===== src/logic/lqd_map.vh =====
// register offsets, field positions, reset values and decode constants for the link decode block
// Notes on behaviour
// - arbitration weight 1x/2x/4x/8x from two bits
// - dual-address disable limits addressing below 4G
// - burst length eight quadwords, or four
// - release-order bit relaxes ordering when set
// - downstream IO threshold field, resets immediate
// - top bound compares A[35:23], bit0 disables
// - window one size code 64KB doubling to 8MB
// - window one base gives A[28:16]
// - window two encoded like window one
// - PCI masters reach shadow only when enabled
// - F0000-FFFFF reads from memory if bit12
// - EC000-EFFFF reads from memory if bit11
// - each window needs its own enable bit
`ifndef LQD_MAP_VH
`define LQD_MAP_VH
// printed offsets are not all word multiples, so they are indices
`define LQD_IDX_LQC2 8'hc1
`define LQD_IDX_TOP 8'hc2
`define LQD_IDX_HOLE1 8'hc4
`define LQD_IDX_HOLE2 8'hc6
`define LQD_IDX_SRD 8'hc8
`define LQD_IDX_SWR 8'hca
`define LQD_IDX_STAT 8'hcc
`define LQD_RST_LQC2 8'h00
`define LQD_RST_16 16'h0000
// link queue control two fields
`define LQD_F_WEIGHT_HI 7
`define LQD_F_WEIGHT_LO 6
`define LQD_F_DAC_DIS 5
`define LQD_F_LEN4 4
`define LQD_F_RELAX 2
`define LQD_F_FC_HI 1
`define LQD_F_FC_LO 0
// window and shadow fields
`define LQD_F_SIZE_HI 15
`define LQD_F_SIZE_LO 13
`define LQD_F_BASE_HI 12
`define LQD_F_TOP_HI 15
`define LQD_F_TOP_LO 3
`define LQD_F_NOTOP 0
`define LQD_F_SH_EN 15
`define LQD_F_RD_F 12
`define LQD_F_RD_EC 11
`define LQD_F_HOLE2_EN 15
`define LQD_F_HOLE1_EN 14
// burst caps in quadwords
`define LQD_QW_LONG 4'h8
`define LQD_QW_SHORT 4'h4
`endif


===== src/logic/lqd_top.v =====
// link queue control, memory window decode and register slave
`timescale 1ns/1ns
`default_nettype none
`include "lqd_map.vh"
module lqd_top (
    input wire aclk,
    input wire aresetn,
    input wire [9:0] s_axi_awaddr,
    input wire s_axi_awvalid,
    output reg s_axi_awready,
    input wire [31:0] s_axi_wdata,
    input wire [3:0] s_axi_wstrb,
    input wire s_axi_wvalid,
    output reg s_axi_wready,
    output reg [1:0] s_axi_bresp,
    output reg s_axi_bvalid,
    input wire s_axi_bready,
    input wire [9:0] s_axi_araddr,
    input wire s_axi_arvalid,
    output reg s_axi_arready,
    output reg [31:0] s_axi_rdata,
    output reg [1:0] s_axi_rresp,
    output reg s_axi_rvalid,
    input wire s_axi_rready,
    input wire req_valid,
    input wire [35:0] req_addr,
    input wire req_write,
    input wire req_from_pci,
    output reg route_valid,
    output reg route_to_pci,
    output reg route_refused,
    output reg [3:0] link_weight,
    output reg dual_addr_ok,
    output reg [3:0] burst_max_quadword,
    output reg order_relaxed,
    output reg [1:0] fc_threshold
);
    reg [7:0] lqc2_reg;
    reg [15:0] top_reg;
    reg [15:0] hole1_reg;
    reg [15:0] hole2_reg;
    reg [15:0] srd_reg;
    reg [15:0] swr_reg;
    reg [9:0] awaddr_reg;
    reg aw_have_reg;
    reg [31:0] wdata_reg;
    reg [3:0] wstrb_reg;
    reg w_have_reg;
    reg [2:0] hits_reg;
    wire hit1;
    wire hit2;
    wire above_top;
    wire in_f;
    wire in_ec;
    wire shadow_area;
    wire to_pci;
    wire refuse;
    wire [7:0] widx;
    wire [7:0] ridx;
    wire wr_go;
    reg [31:0] rd_word;
    reg rd_ok;
    reg [1:0] wstate_reg;
    reg [1:0] wstate_next;
    reg [1:0] rstate_reg;
    reg [1:0] rstate_next;
    reg wr_known;
    wire rd_go;
    wire route_pci_next;
    wire route_refuse_next;
    reg [3:0] weight_next;
    reg [3:0] burst_next;

    // one-hot channel states: collecting a request, or holding an answer
    localparam [1:0] WS_TAKE = 2'b01;
    localparam [1:0] WS_RESP = 2'b10;
    localparam [1:0] RS_TAKE = 2'b01;
    localparam [1:0] RS_ANSWER = 2'b10;

    // window compares, one instance each
    lqd_hole_win u_hole1 (
        .win(hole1_reg),
        .enable(swr_reg[`LQD_F_HOLE1_EN]),
        .addr(req_addr),
        .hit(hit1)
    );
    lqd_hole_win u_hole2 (
        .win(hole2_reg),
        .enable(swr_reg[`LQD_F_HOLE2_EN]),
        .addr(req_addr),
        .hit(hit2)
    );

    // top bound compares A[35:23]; bit 0 switches the bound off
    lqd_hole_match u_top_bound (
        .bound(top_reg),
        .addr(req_addr),
        .above(above_top)
    );
    assign in_f = (req_addr[35:16] == 20'h0000f);
    assign in_ec = (req_addr[35:14] == 22'h00003b);
    assign shadow_area = in_f || in_ec;
    // only the read attribute is modelled; shadow writes go by memory
    assign to_pci = hit1 || hit2 || above_top ||
        (!req_write && in_f && !srd_reg[`LQD_F_RD_F]) ||
        (!req_write && in_ec && !srd_reg[`LQD_F_RD_EC]);
    // a PCI master may not touch shadow while disabled
    assign refuse = req_from_pci && shadow_area && !srd_reg[`LQD_F_SH_EN];
    // dual-address cycles are refused above 4G when disabled
    wire dac_block;
    assign dac_block = lqc2_reg[`LQD_F_DAC_DIS] && (req_addr[35:32] != 4'h0);
    // a refused access never also claims the PCI path
    assign route_refuse_next = refuse || dac_block;
    assign route_pci_next = to_pci && !route_refuse_next;

    // route decision registered so outputs leave flip-flops
    always @(posedge aclk) begin
        if (!aresetn) begin
            route_valid <= 1'b0;
            route_to_pci <= 1'b0;
            route_refused <= 1'b0;
        end else begin
            route_valid <= req_valid;
            route_to_pci <= req_valid && route_pci_next;
            route_refused <= req_valid && route_refuse_next;
        end
    end

    // hit flags of the last request, kept for the status word
    always @(posedge aclk) begin
        if (!aresetn) begin
            hits_reg <= 3'h0;
        end else if (req_valid) begin
            hits_reg <= {above_top, hit2, hit1};
        end
    end

    // arbitration weight code to multiplier: 1x, 2x, 4x, 8x
    always @* begin
        case (lqc2_reg[`LQD_F_WEIGHT_HI:`LQD_F_WEIGHT_LO])
            2'h0: weight_next = 4'h1;
            2'h1: weight_next = 4'h2;
            2'h2: weight_next = 4'h4;
            2'h3: weight_next = 4'h8;
            default: weight_next = 4'h1;
        endcase
    end

    // length limit picks the short burst; the long one is the default
    always @* begin
        if (lqc2_reg[`LQD_F_LEN4]) begin
            burst_next = `LQD_QW_SHORT;
        end else begin
            burst_next = `LQD_QW_LONG;
        end
    end

    // control fields presented to the link arbiter and queues
    always @(posedge aclk) begin
        if (!aresetn) begin
            link_weight <= 4'h1;
            dual_addr_ok <= 1'b1;
            burst_max_quadword <= `LQD_QW_LONG;
            order_relaxed <= 1'b0;
            fc_threshold <= 2'h0;
        end else begin
            link_weight <= weight_next;
            dual_addr_ok <= !lqc2_reg[`LQD_F_DAC_DIS];
            burst_max_quadword <= burst_next;
            order_relaxed <= lqc2_reg[`LQD_F_RELAX];
            fc_threshold <= lqc2_reg[`LQD_F_FC_HI:`LQD_F_FC_LO];
        end
    end

    // write channel: address and data caught in either order
    assign wr_go = (wstate_reg == WS_TAKE) && aw_have_reg && w_have_reg;
    assign widx = awaddr_reg[9:2];

    // writable indices answer okay; status and unmapped indices answer slverr
    always @* begin
        case (widx)
            `LQD_IDX_LQC2: wr_known = 1'b1;
            `LQD_IDX_TOP: wr_known = 1'b1;
            `LQD_IDX_HOLE1: wr_known = 1'b1;
            `LQD_IDX_HOLE2: wr_known = 1'b1;
            `LQD_IDX_SRD: wr_known = 1'b1;
            `LQD_IDX_SWR: wr_known = 1'b1;
            default: wr_known = 1'b0;
        endcase
    end

    // response stands until bready, so no half is taken while it is up
    always @* begin
        wstate_next = wstate_reg;
        case (wstate_reg)
            WS_TAKE: begin
                if (aw_have_reg && w_have_reg) begin
                    wstate_next = WS_RESP;
                end
            end
            WS_RESP: begin
                if (s_axi_bready) begin
                    wstate_next = WS_TAKE;
                end
            end
            default: wstate_next = WS_TAKE;
        endcase
    end

    // ready pulses every other idle cycle; a master holding valid still meets it
    always @(posedge aclk) begin
        if (!aresetn) begin
            wstate_reg <= WS_TAKE;
            aw_have_reg <= 1'b0;
            w_have_reg <= 1'b0;
            awaddr_reg <= 10'h000;
            wdata_reg <= 32'h00000000;
            wstrb_reg <= 4'h0;
            s_axi_awready <= 1'b0;
            s_axi_wready <= 1'b0;
            s_axi_bvalid <= 1'b0;
            s_axi_bresp <= 2'h0;
        end else begin
            wstate_reg <= wstate_next;
            s_axi_awready <= !aw_have_reg && !s_axi_awready && (wstate_reg == WS_TAKE);
            s_axi_wready <= !w_have_reg && !s_axi_wready && (wstate_reg == WS_TAKE);
            if (s_axi_awvalid && s_axi_awready) begin
                aw_have_reg <= 1'b1;
                awaddr_reg <= s_axi_awaddr;
                s_axi_awready <= 1'b0;
            end
            if (s_axi_wvalid && s_axi_wready) begin
                w_have_reg <= 1'b1;
                wdata_reg <= s_axi_wdata;
                wstrb_reg <= s_axi_wstrb;
                s_axi_wready <= 1'b0;
            end
            if (wr_go) begin
                aw_have_reg <= 1'b0;
                w_have_reg <= 1'b0;
                s_axi_bvalid <= 1'b1;
                s_axi_bresp <= wr_known ? 2'h0 : 2'h2;
            end else if ((wstate_reg == WS_RESP) && s_axi_bready) begin
                s_axi_bvalid <= 1'b0;
            end
        end
    end

    // register file; byte lanes honoured, status word is read only
    always @(posedge aclk) begin
        if (!aresetn) begin
            lqc2_reg <= `LQD_RST_LQC2;
            top_reg <= `LQD_RST_16;
            hole1_reg <= `LQD_RST_16;
            hole2_reg <= `LQD_RST_16;
            srd_reg <= `LQD_RST_16;
            swr_reg <= `LQD_RST_16;
        end else if (wr_go) begin
            if (widx == `LQD_IDX_LQC2 && wstrb_reg[0]) begin
                lqc2_reg <= wdata_reg[7:0];
            end
            if (widx == `LQD_IDX_TOP) begin
                if (wstrb_reg[0]) top_reg[7:0] <= wdata_reg[7:0];
                if (wstrb_reg[1]) top_reg[15:8] <= wdata_reg[15:8];
            end
            if (widx == `LQD_IDX_HOLE1) begin
                if (wstrb_reg[0]) hole1_reg[7:0] <= wdata_reg[7:0];
                if (wstrb_reg[1]) hole1_reg[15:8] <= wdata_reg[15:8];
            end
            if (widx == `LQD_IDX_HOLE2) begin
                if (wstrb_reg[0]) hole2_reg[7:0] <= wdata_reg[7:0];
                if (wstrb_reg[1]) hole2_reg[15:8] <= wdata_reg[15:8];
            end
            if (widx == `LQD_IDX_SRD) begin
                if (wstrb_reg[0]) srd_reg[7:0] <= wdata_reg[7:0];
                if (wstrb_reg[1]) srd_reg[15:8] <= wdata_reg[15:8];
            end
            if (widx == `LQD_IDX_SWR) begin
                if (wstrb_reg[0]) swr_reg[7:0] <= wdata_reg[7:0];
                if (wstrb_reg[1]) swr_reg[15:8] <= wdata_reg[15:8];
            end
        end
    end

    // read decode; unmapped index answers slverr with zero data
    assign ridx = s_axi_araddr[9:2];
    always @* begin
        rd_word = 32'h00000000;
        rd_ok = 1'b1;
        case (ridx)
            `LQD_IDX_LQC2: rd_word = {24'h000000, lqc2_reg};
            `LQD_IDX_TOP: rd_word = {16'h0000, top_reg};
            `LQD_IDX_HOLE1: rd_word = {16'h0000, hole1_reg};
            `LQD_IDX_HOLE2: rd_word = {16'h0000, hole2_reg};
            `LQD_IDX_SRD: rd_word = {16'h0000, srd_reg};
            `LQD_IDX_SWR: rd_word = {16'h0000, swr_reg};
            `LQD_IDX_STAT: rd_word = {29'h00000000, hits_reg};
            default: rd_ok = 1'b0;
        endcase
    end

    // read channel: one read at a time, data one cycle after acceptance
    assign rd_go = (rstate_reg == RS_TAKE) && s_axi_arvalid && s_axi_arready;

    // answer stands until rready; arready is held low while it is up
    always @* begin
        rstate_next = rstate_reg;
        case (rstate_reg)
            RS_TAKE: begin
                if (rd_go) begin
                    rstate_next = RS_ANSWER;
                end
            end
            RS_ANSWER: begin
                if (s_axi_rready) begin
                    rstate_next = RS_TAKE;
                end
            end
            default: rstate_next = RS_TAKE;
        endcase
    end

    // read address and answer registers
    always @(posedge aclk) begin
        if (!aresetn) begin
            rstate_reg <= RS_TAKE;
            s_axi_arready <= 1'b0;
            s_axi_rvalid <= 1'b0;
            s_axi_rdata <= 32'h00000000;
            s_axi_rresp <= 2'h0;
        end else begin
            rstate_reg <= rstate_next;
            s_axi_arready <= !s_axi_arready && (rstate_reg == RS_TAKE);
            if (rd_go) begin
                s_axi_arready <= 1'b0;
                s_axi_rvalid <= 1'b1;
                s_axi_rdata <= rd_word;
                s_axi_rresp <= rd_ok ? 2'h0 : 2'h2;
            end else if ((rstate_reg == RS_ANSWER) && s_axi_rready) begin
                s_axi_rvalid <= 1'b0;
            end
        end
    end
endmodule
`default_nettype wire


===== src/logic/lqd_hole_match.v =====
// top-of-memory compare: addresses at or above the bound fall through to PCI
`timescale 1ns/1ns
`default_nettype none
`include "lqd_map.vh"
module lqd_hole_match (
    input wire [15:0] bound,
    input wire [35:0] addr,
    output wire above
);
    wire [12:0] limit;
    // bound field holds A[35:23]; a set bit 0 removes the limit altogether
    assign limit = bound[`LQD_F_TOP_HI:`LQD_F_TOP_LO];
    assign above = !bound[`LQD_F_NOTOP] && (addr[35:23] >= limit);
endmodule
`default_nettype wire


===== src/logic/lqd_hole_win.v =====
// one hole window compare: size code and base against a memory address
`timescale 1ns/1ns
`default_nettype none
`include "lqd_map.vh"
module lqd_hole_win (
    input wire [15:0] win,
    input wire enable,
    input wire [35:0] addr,
    output wire hit
);
    wire [2:0] size_code;
    wire [12:0] mask;
    // size code n covers 2^n blocks of 64KB; low n base bits are ignored
    assign size_code = win[`LQD_F_SIZE_HI:`LQD_F_SIZE_LO];
    assign mask = 13'h1fff << size_code;
    // window sits in the low 512 Mbytes, so A[35:29] must be zero
    assign hit = enable && (addr[35:29] == 7'h00) &&
        ((addr[28:16] & mask) == (win[`LQD_F_BASE_HI:0] & mask));
endmodule
`default_nettype wire


===== config.mk =====
export PLATFORM = sky130hd
export DESIGN_NAME = lqd_top
export DESIGN_NICKNAME = d
export VERILOG_FILES = /design/src/logic/lqd_top.v /design/src/logic/lqd_hole_match.v /design/src/logic/lqd_hole_win.v
export VERILOG_INCLUDE_DIRS = /design/src /design/src/logic
export SDC_FILE = /design/constraint.sdc
export NUM_CORES = 1
export LEC_CHECK = 0
export BUFFER_PORTS_ARGS = -buffer_cell sky130_fd_sc_hd__buf_2
export CELL_PAD_IN_SITES_DETAIL_PLACEMENT = 0
export CELL_PAD_IN_SITES_GLOBAL_PLACEMENT = 1
export CORE_MARGIN = 2
export CORE_UTILIZATION = 45
export CTS_BUF_LIST = sky130_fd_sc_hd__clkbuf_4
export DETAILED_ROUTE_END_ITERATION = 12
export GPL_TIMING_DRIVEN = 0
export HOLD_SLACK_MARGIN = 0.08
export PLACE_DENSITY = 0.94
export SLEW_MARGIN = 20
export SYNTH_ARGS = -nofsm -noshare
export SYNTH_HDL_FRONTEND = slang
export SYNTH_SLANG_ARGS = --single-unit

===== constraint.sdc =====
create_clock -name aclk -period 4.8 [get_ports aclk]
set_clock_uncertainty 0.1 [all_clocks]
set_input_delay 1.2 -clock aclk [delete_from_list [all_inputs] [get_ports aclk]]
set_output_delay 1.2 -clock aclk [all_outputs]
set_load 0.05 [all_outputs]

Word-level counts from Yosys, hierarchy flattened
Index checks and enable logic that the tools add are counted.
{"block": "classes", "n_lt_le_gt_ge": 1, "n_eq_ne": 28, "shift": 2, "muxes": 17, "bitwise": 5, "n_reduce_logical": 72}
{"operator": "one-hot mux 16 bit (7 select lines)", "n": 1}
{"operator": "equality test 8 bit, second input constant", "n": 13}
{"operator": "bitwise AND 13 bit", "n": 4}
{"operator": "logical AND 1 bit", "n": 30}
{"operator": "AND reduction 3 bit", "n": 10}
{"operator": "equality test 13 bit", "n": 2}
{"operator": "left shift 13 x 3 -> 13 bit, first input constant", "n": 2}
{"operator": "equality test 22 x 6 -> 1 bit, second input constant", "n": 1}
{"operator": "equality test 20 x 4 -> 1 bit, second input constant", "n": 1}
{"operator": "one-hot mux 4 bit (4 select lines)", "n": 1}
{"operator": ">= comparator 13 bit", "n": 1}
{"operator": "zero test 1 bit", "n": 12}
{"operator": "two-way mux 2 bit", "n": 6}
{"operator": "equality test 2 bit, second input constant", "n": 4}
{"operator": "one-hot mux 2 bit (2 select lines)", "n": 2}
{"operator": "OR reduction 2 bit", "n": 4}
{"operator": "zero test 7 bit", "n": 1}
{"operator": "OR reduction 7 bit", "n": 1}
{"operator": "equality test 2 x 1 -> 1 bit, second input constant", "n": 3}
{"operator": "logical OR 1 bit", "n": 6}
{"operator": "two-way mux 1 bit", "n": 6}
{"operator": "inequality test 2 bit, second input constant", "n": 3}
{"operator": "AND reduction 2 bit", "n": 3}
{"operator": "OR reduction 6 bit", "n": 1}
{"operator": "6 further kinds", "n": 7}
{"block": "word_totals", "ff_bits": 181, "inputBits": 102, "out_inout_bits": 56}

Longest topological paths before layout
{"block": "logic_depth", "depth_word": 10, "mapped_depth": 8, "ltp_nobuf": 8}

Modules after synthesis
Synthesis repeated with hierarchy kept, for this count alone.
{"block": "unflattened", "hier_cells": 824, "hier_area_um2": 7616.1}
{"module": "lqd_top", "n_inst": 1, "cells_per_inst": 725, "area_each_um2": 6821.5}
{"module": "lqd_hole_win", "n_inst": 2, "cells_per_inst": 26, "area_each_um2": 232.7}
{"module": "lqd_hole_match", "n_inst": 1, "cells_per_inst": 47, "area_each_um2": 329.1}

Worst setup path before layout
No wires, ideal clock.
{"block": "synth_timing", "path_type": "input-to-reg", "start": "input s_axi_araddr[6]", "end": "register s_axi_rdata[1]", "setup_ps": 115, "arrival_ps": 2407, "setup_slack_ps": 2178, "cell_stages": 7, "n_path_buf": 1, "cell_sequence": "and4bb_2 > and4_1 > clkbuf_1 > a32o_1 > a221oi_1 > o21ai_0 > and2_1"}
{"block": "synth_via", "elab_chain_len": 2}
{"element": "start, declared", "line": "lqd_top.v:18", "source": "input wire [9:0] s_axi_araddr,"}
{"element": "equality test 8 bit", "line": "lqd_top.v:290", "source": "case (ridx)"}
{"element": "one-hot mux 16 bit (7 select lines) (*)", "line": "lqd_top.v:290"}
{"element": "end signal, assigned", "line": "lqd_top.v:337", "source": "s_axi_rdata <= rd_word;"}
{"element": "end, declared", "line": "lqd_top.v:21", "source": "output reg [31:0] s_axi_rdata,"}
Every way passes the cells marked *; elsewhere a longest branch is shown, timed or not.
A chain may end at the register's enable or synchronous reset.

Worst setup path in the final report
{"block": "layout_timing", "start": "input req_addr[32]", "end": "register route_to_pci"}
{"block": "layout_via", "elab_chain_len": 9}
{"element": "start, declared", "line": "lqd_top.v:26", "source": "input wire [35:0] req_addr,"}
{"element": "parallel branches: the longest is 7 deep, another holds >= comparator 13 bit"}
{"element": "logical AND 1 bit (*)", "line": "lqd_top.v:114", "source": "assign route_pci_next = to_pci && !route_refuse_next;"}
{"element": "logical AND 1 bit (*)", "line": "lqd_top.v:124", "source": "route_to_pci <= req_valid && route_pci_next;"}
{"element": "end signal, assigned", "line": "lqd_top.v:124"}
{"element": "end, declared", "line": "lqd_top.v:30", "source": "output reg route_to_pci,"}
Every way passes the cells marked *.

==> key figures <==
GRT
  • Number of global-route vias before repair: approximately 5.9k
  • Initial antenna violation count: 2
  • GR Overflow Total: 0
  • GRT Util Overall: 0.240
  • Pin count of the biggest net entering global routing: 17
  • First-pass GRT wire length: 32800 um

Layout
  • Commonest non-fill, non-tap cells in the layout: dfxtp_1, buf_2, mux2i_1
  • Share of cells above drive strength 1: 0.190
  • Fin cells: around 1.2k
  • Area grow syn2layout: 15.2%
  • Most common cell after layout, fill and taps aside: dfxtp_1
  • Nets: ~1.1k
  • Filler Cells Inserted: 1585

Clock network
  • CTS Sinks: 159
  • Worst-Skew Late Latency: approximately 0.6 ns
  • CTS Buffer Depth: 2
  • CTS clk-pin slew, worst paths: about 0.13 ns
  • Post-CTS Resized: 0
  • Root Driver: clkbuf_4
  • # H-tree levels: 4
  • CTS tree: built
  • Clock buffer count from CTS: 17
  • Setup Buffers After CTS: 0
  • Hold Buf Count CTS: 0

Timing
  • Setup_tns: 0 ns
  • Actual slew at the worst max-slew pin: approximately 0.86 ns
  • Final min period: 2.80 ns
  • Rel. slew slack: 0.424
  • Final setup fails: 0
  • Fmax: 357 MHz
  • RSZ-0062 raised after global routing: no
  • Slew Limit Fails: 0
  • Final Hold Vio Count: 0
  • Fraction of the cycle the final worst path needs: 0.584

Worst setup path
  • FF-to-FF setup slack: around 2.7 ns
  • Critical path arrival: approximately 3.2 ns
  • Origin of the critical flop-to-flop path: rstate_reg[0]
  • Startpoint Class: input port
  • CP Class: input port to flip-flop
  • Max Fanout on Critical Path: 4
  • Crit end category: flip-flop
  • R2R depth: 6
  • Worst R2R End: s_axi_rdata[9]
  • Crit path required time: just over 5 ns

Logic synthesis
  • Synth Area in Adders: 0.0213
  • Synth unique cells: just over 60
  • Post-Synth XOR/XNOR Area: 0.0298
  • Sequential element share of the synthesized area: 0.416
  • Total number of yosys warnings: 0
  • Largest family of logic cells by synthesized area: simple AND/OR/NAND/NOR gates
  • Async S/R FF share, synth: 0
  • Mapped Cells: ~810
  • Syn avg cell area: around 9.5 sq um
  • Top_reg_cell synth: dfxtp_1
  • Top cell type's share of synthesized area: 0.416
  • Post-synthesis cell area: approximately 0.0077 sq mm
  • Post-synth EDFFs: 0
  • Cell accounting for the most synthesized area: dfxtp_1
  • Post-Synth Simple-Gate Area: 0.214
  • #FFs+latches synth: around 160
  • Top cells by area, synth: dfxtp_1, mux2i_1, nor2b_1
  • Post-synthesis mux area share: 0.135
  • Complex-gate fraction of the synthesized area: 0.128

Hold path
  • Hold path startpoint: lqc2_reg[4]
  • Hold Crit Class: flip-flop to flip-flop
  • Hold Crit Endpoint: burst_max_quadword[3]
  • Hold path depth: 1

Placement
  • Routability cong.: ~0.96
  • Count of buffers from port buffering: between 90 and 100
  • Placed Instances: 1146
  • Detail Placement HPWL: between 15000 and 20000 um

Detailed routing
  • DRC: 0
  • Detailed-route wire length per cell: 17.8 um
  • Initial DRC count: about 570
  • Vias/cell: 5.31
  • Final wirelength: roughly 21000 um
  • Drt pass-1 iters: 5
  • Antenna violation net count after detailed routing: 0
  • Vias: about 6.3k

Run status
  • Status: complete, no violations

Floorplanning
  • Row count: 47
  • Initial core utilization: 0.461
  • Die width: 134 um
  • Core footprint: about 0.017 sq mm
  • Die area: 0.0181 sq mm
  • Chip height: 134 um
  • Total I/O pin count: about 160

Power and ir drop
  • Pint: approximately 1.8 mW
  • Design Power: 2.52 mW
  • Comb power frac: 0.102
  • Switching Fraction: 0.270
  • Peak supply drop: roughly 0.00023 V
  • Reg power frac: 0.540
  • Pwr/cell area: 286 mW/mm^2
  • Pleak: about 3.6 nW
  • Net load switching power: just under 0.7 mW
  • Clock share of power: 0.358

Job
  • Max_cap viols: 0
==> cells by family after synthesis <==
logic type	after synthesis
DFF	159
muxes	103
other	1
xor gates and xnor gates	26
adders and majority gates	13
and+or+nand+nor	283
AOI/OAI and AO/OA	140
buffers and inverters	83
==> layout make-up <==
| class | instances | area, sq um | share of cell area |
|---|---|---|---|
| Inverter | 21 | 78.8 | 0.00894 |
| Antenna cell | 1 | 2.50 | 0.000284 |
| Sequential cell | 159 | 3180 | 0.361 |
| Clock inverter | 15 | 190 | 0.0216 |
| Tap cell | 220 | 275 | 0.0312 |
| Buffer | 62 | 340 | 0.0386 |
| Multi-Input combinational cell | 585 | 4120 | 0.467 |
| Clock buffer | 17 | 128 | 0.0145 |
| Timing Repair Buffer | 99 | 495 | 0.0562 |
==> how the worst max path moves through the flow <==
| stage | slack [ns] | to | cells after the start | startpoint |
|---|---|---|---|---|
| 3_3_place_gp | 1.52 | route_to_pci | 7 | req_addr[32] |
| 4_1_cts | 2.16 | route_to_pci | 7 | req_addr[32] |
| 6_report | 2.00 | route_to_pci | 7 | req_addr[32] |
| 3_5_place_dp | 1.52 | route_to_pci | 7 | req_addr[32] |
| 2_1_floorplan | 2.18 | s_axi_rdata[1] | 7 | s_axi_araddr[6] |
| 5_1_grt | 2.05 | route_to_pci | 7 | req_addr[32] |
==> power by group through the flow <==
stage          clock, mW  combinational [mW]  sequential [mW]
6_report           0.902               0.257             1.36
5_1_grt            0.971               0.279             1.37
4_1_cts            0.915               0.255             1.36
3_5_place_dp           0               0.254             1.39
3_3_place_gp           0               0.252             1.39
2_1_floorplan          0               0.154             1.40
==> metrics by stage <==
stage,area [sq um],hold slack [ns],util,setup slack [ns]
2_1_floorplan,7720,0.279,-,2.18
3_3_place_gp,8490,0.322,0.512,1.52
3_5_place_dp,8490,0.323,0.512,1.52
4_1_cts,8810,0.361,0.531,2.16
5_1_grt,8810,0.383,0.531,2.05
6_report,8810,0.357,0.531,2.00
==> critical path: stages <==
cell and delay, ns:
buf_2 0.11, nor4_1 0.74, nand2_1 0.11, nor4_1 0.68, a21oi_1 0.18, nand2_1 0.11, a21oi_1 0.04
==> synthesized netlist by cell type, types with 3 or more instances <==
| cell | count |
|---|---|
| a211oi_1 | 5 |
| a21boi_0 | 31 |
| a21o_1 | 7 |
| a21oi_1 | 16 |
| a221oi_1 | 4 |
| a222oi_1 | 3 |
| a22o_1 | 7 |
| a22oi_1 | 11 |
| a32o_1 | 5 |
| and2_1 | 15 |
| and3_1 | 6 |
| buf_2 | 8 |
| buf_4 | 22 |
| clkbuf_1 | 29 |
| dfxtp_1 | 159 |
| ha_1 | 13 |
| inv_1 | 21 |
| mux2_2 | 4 |
| mux2i_1 | 99 |
| nand2_1 | 90 |
| nand3_1 | 13 |
| nand3b_1 | 3 |
| nand4_1 | 4 |
| nand4_2 | 6 |
| nor2_1 | 16 |
| nor2b_1 | 98 |
| nor3_1 | 3 |
| nor3b_1 | 4 |
| nor4_1 | 4 |
| o211a_1 | 3 |
| o21ai_0 | 36 |
| xnor2_1 | 25 |
==> routing by layer <==
metal,track usage,vias to the layer above,share of wire
met5,0,-,0.00033
met4,0.0836,2,0.024
met3,0.0578,34,0.077
met2,0.374,255,0.44
met1,0.327,2920,0.45
li1,-,3049,-
Power figures use the tool's default switching activity.
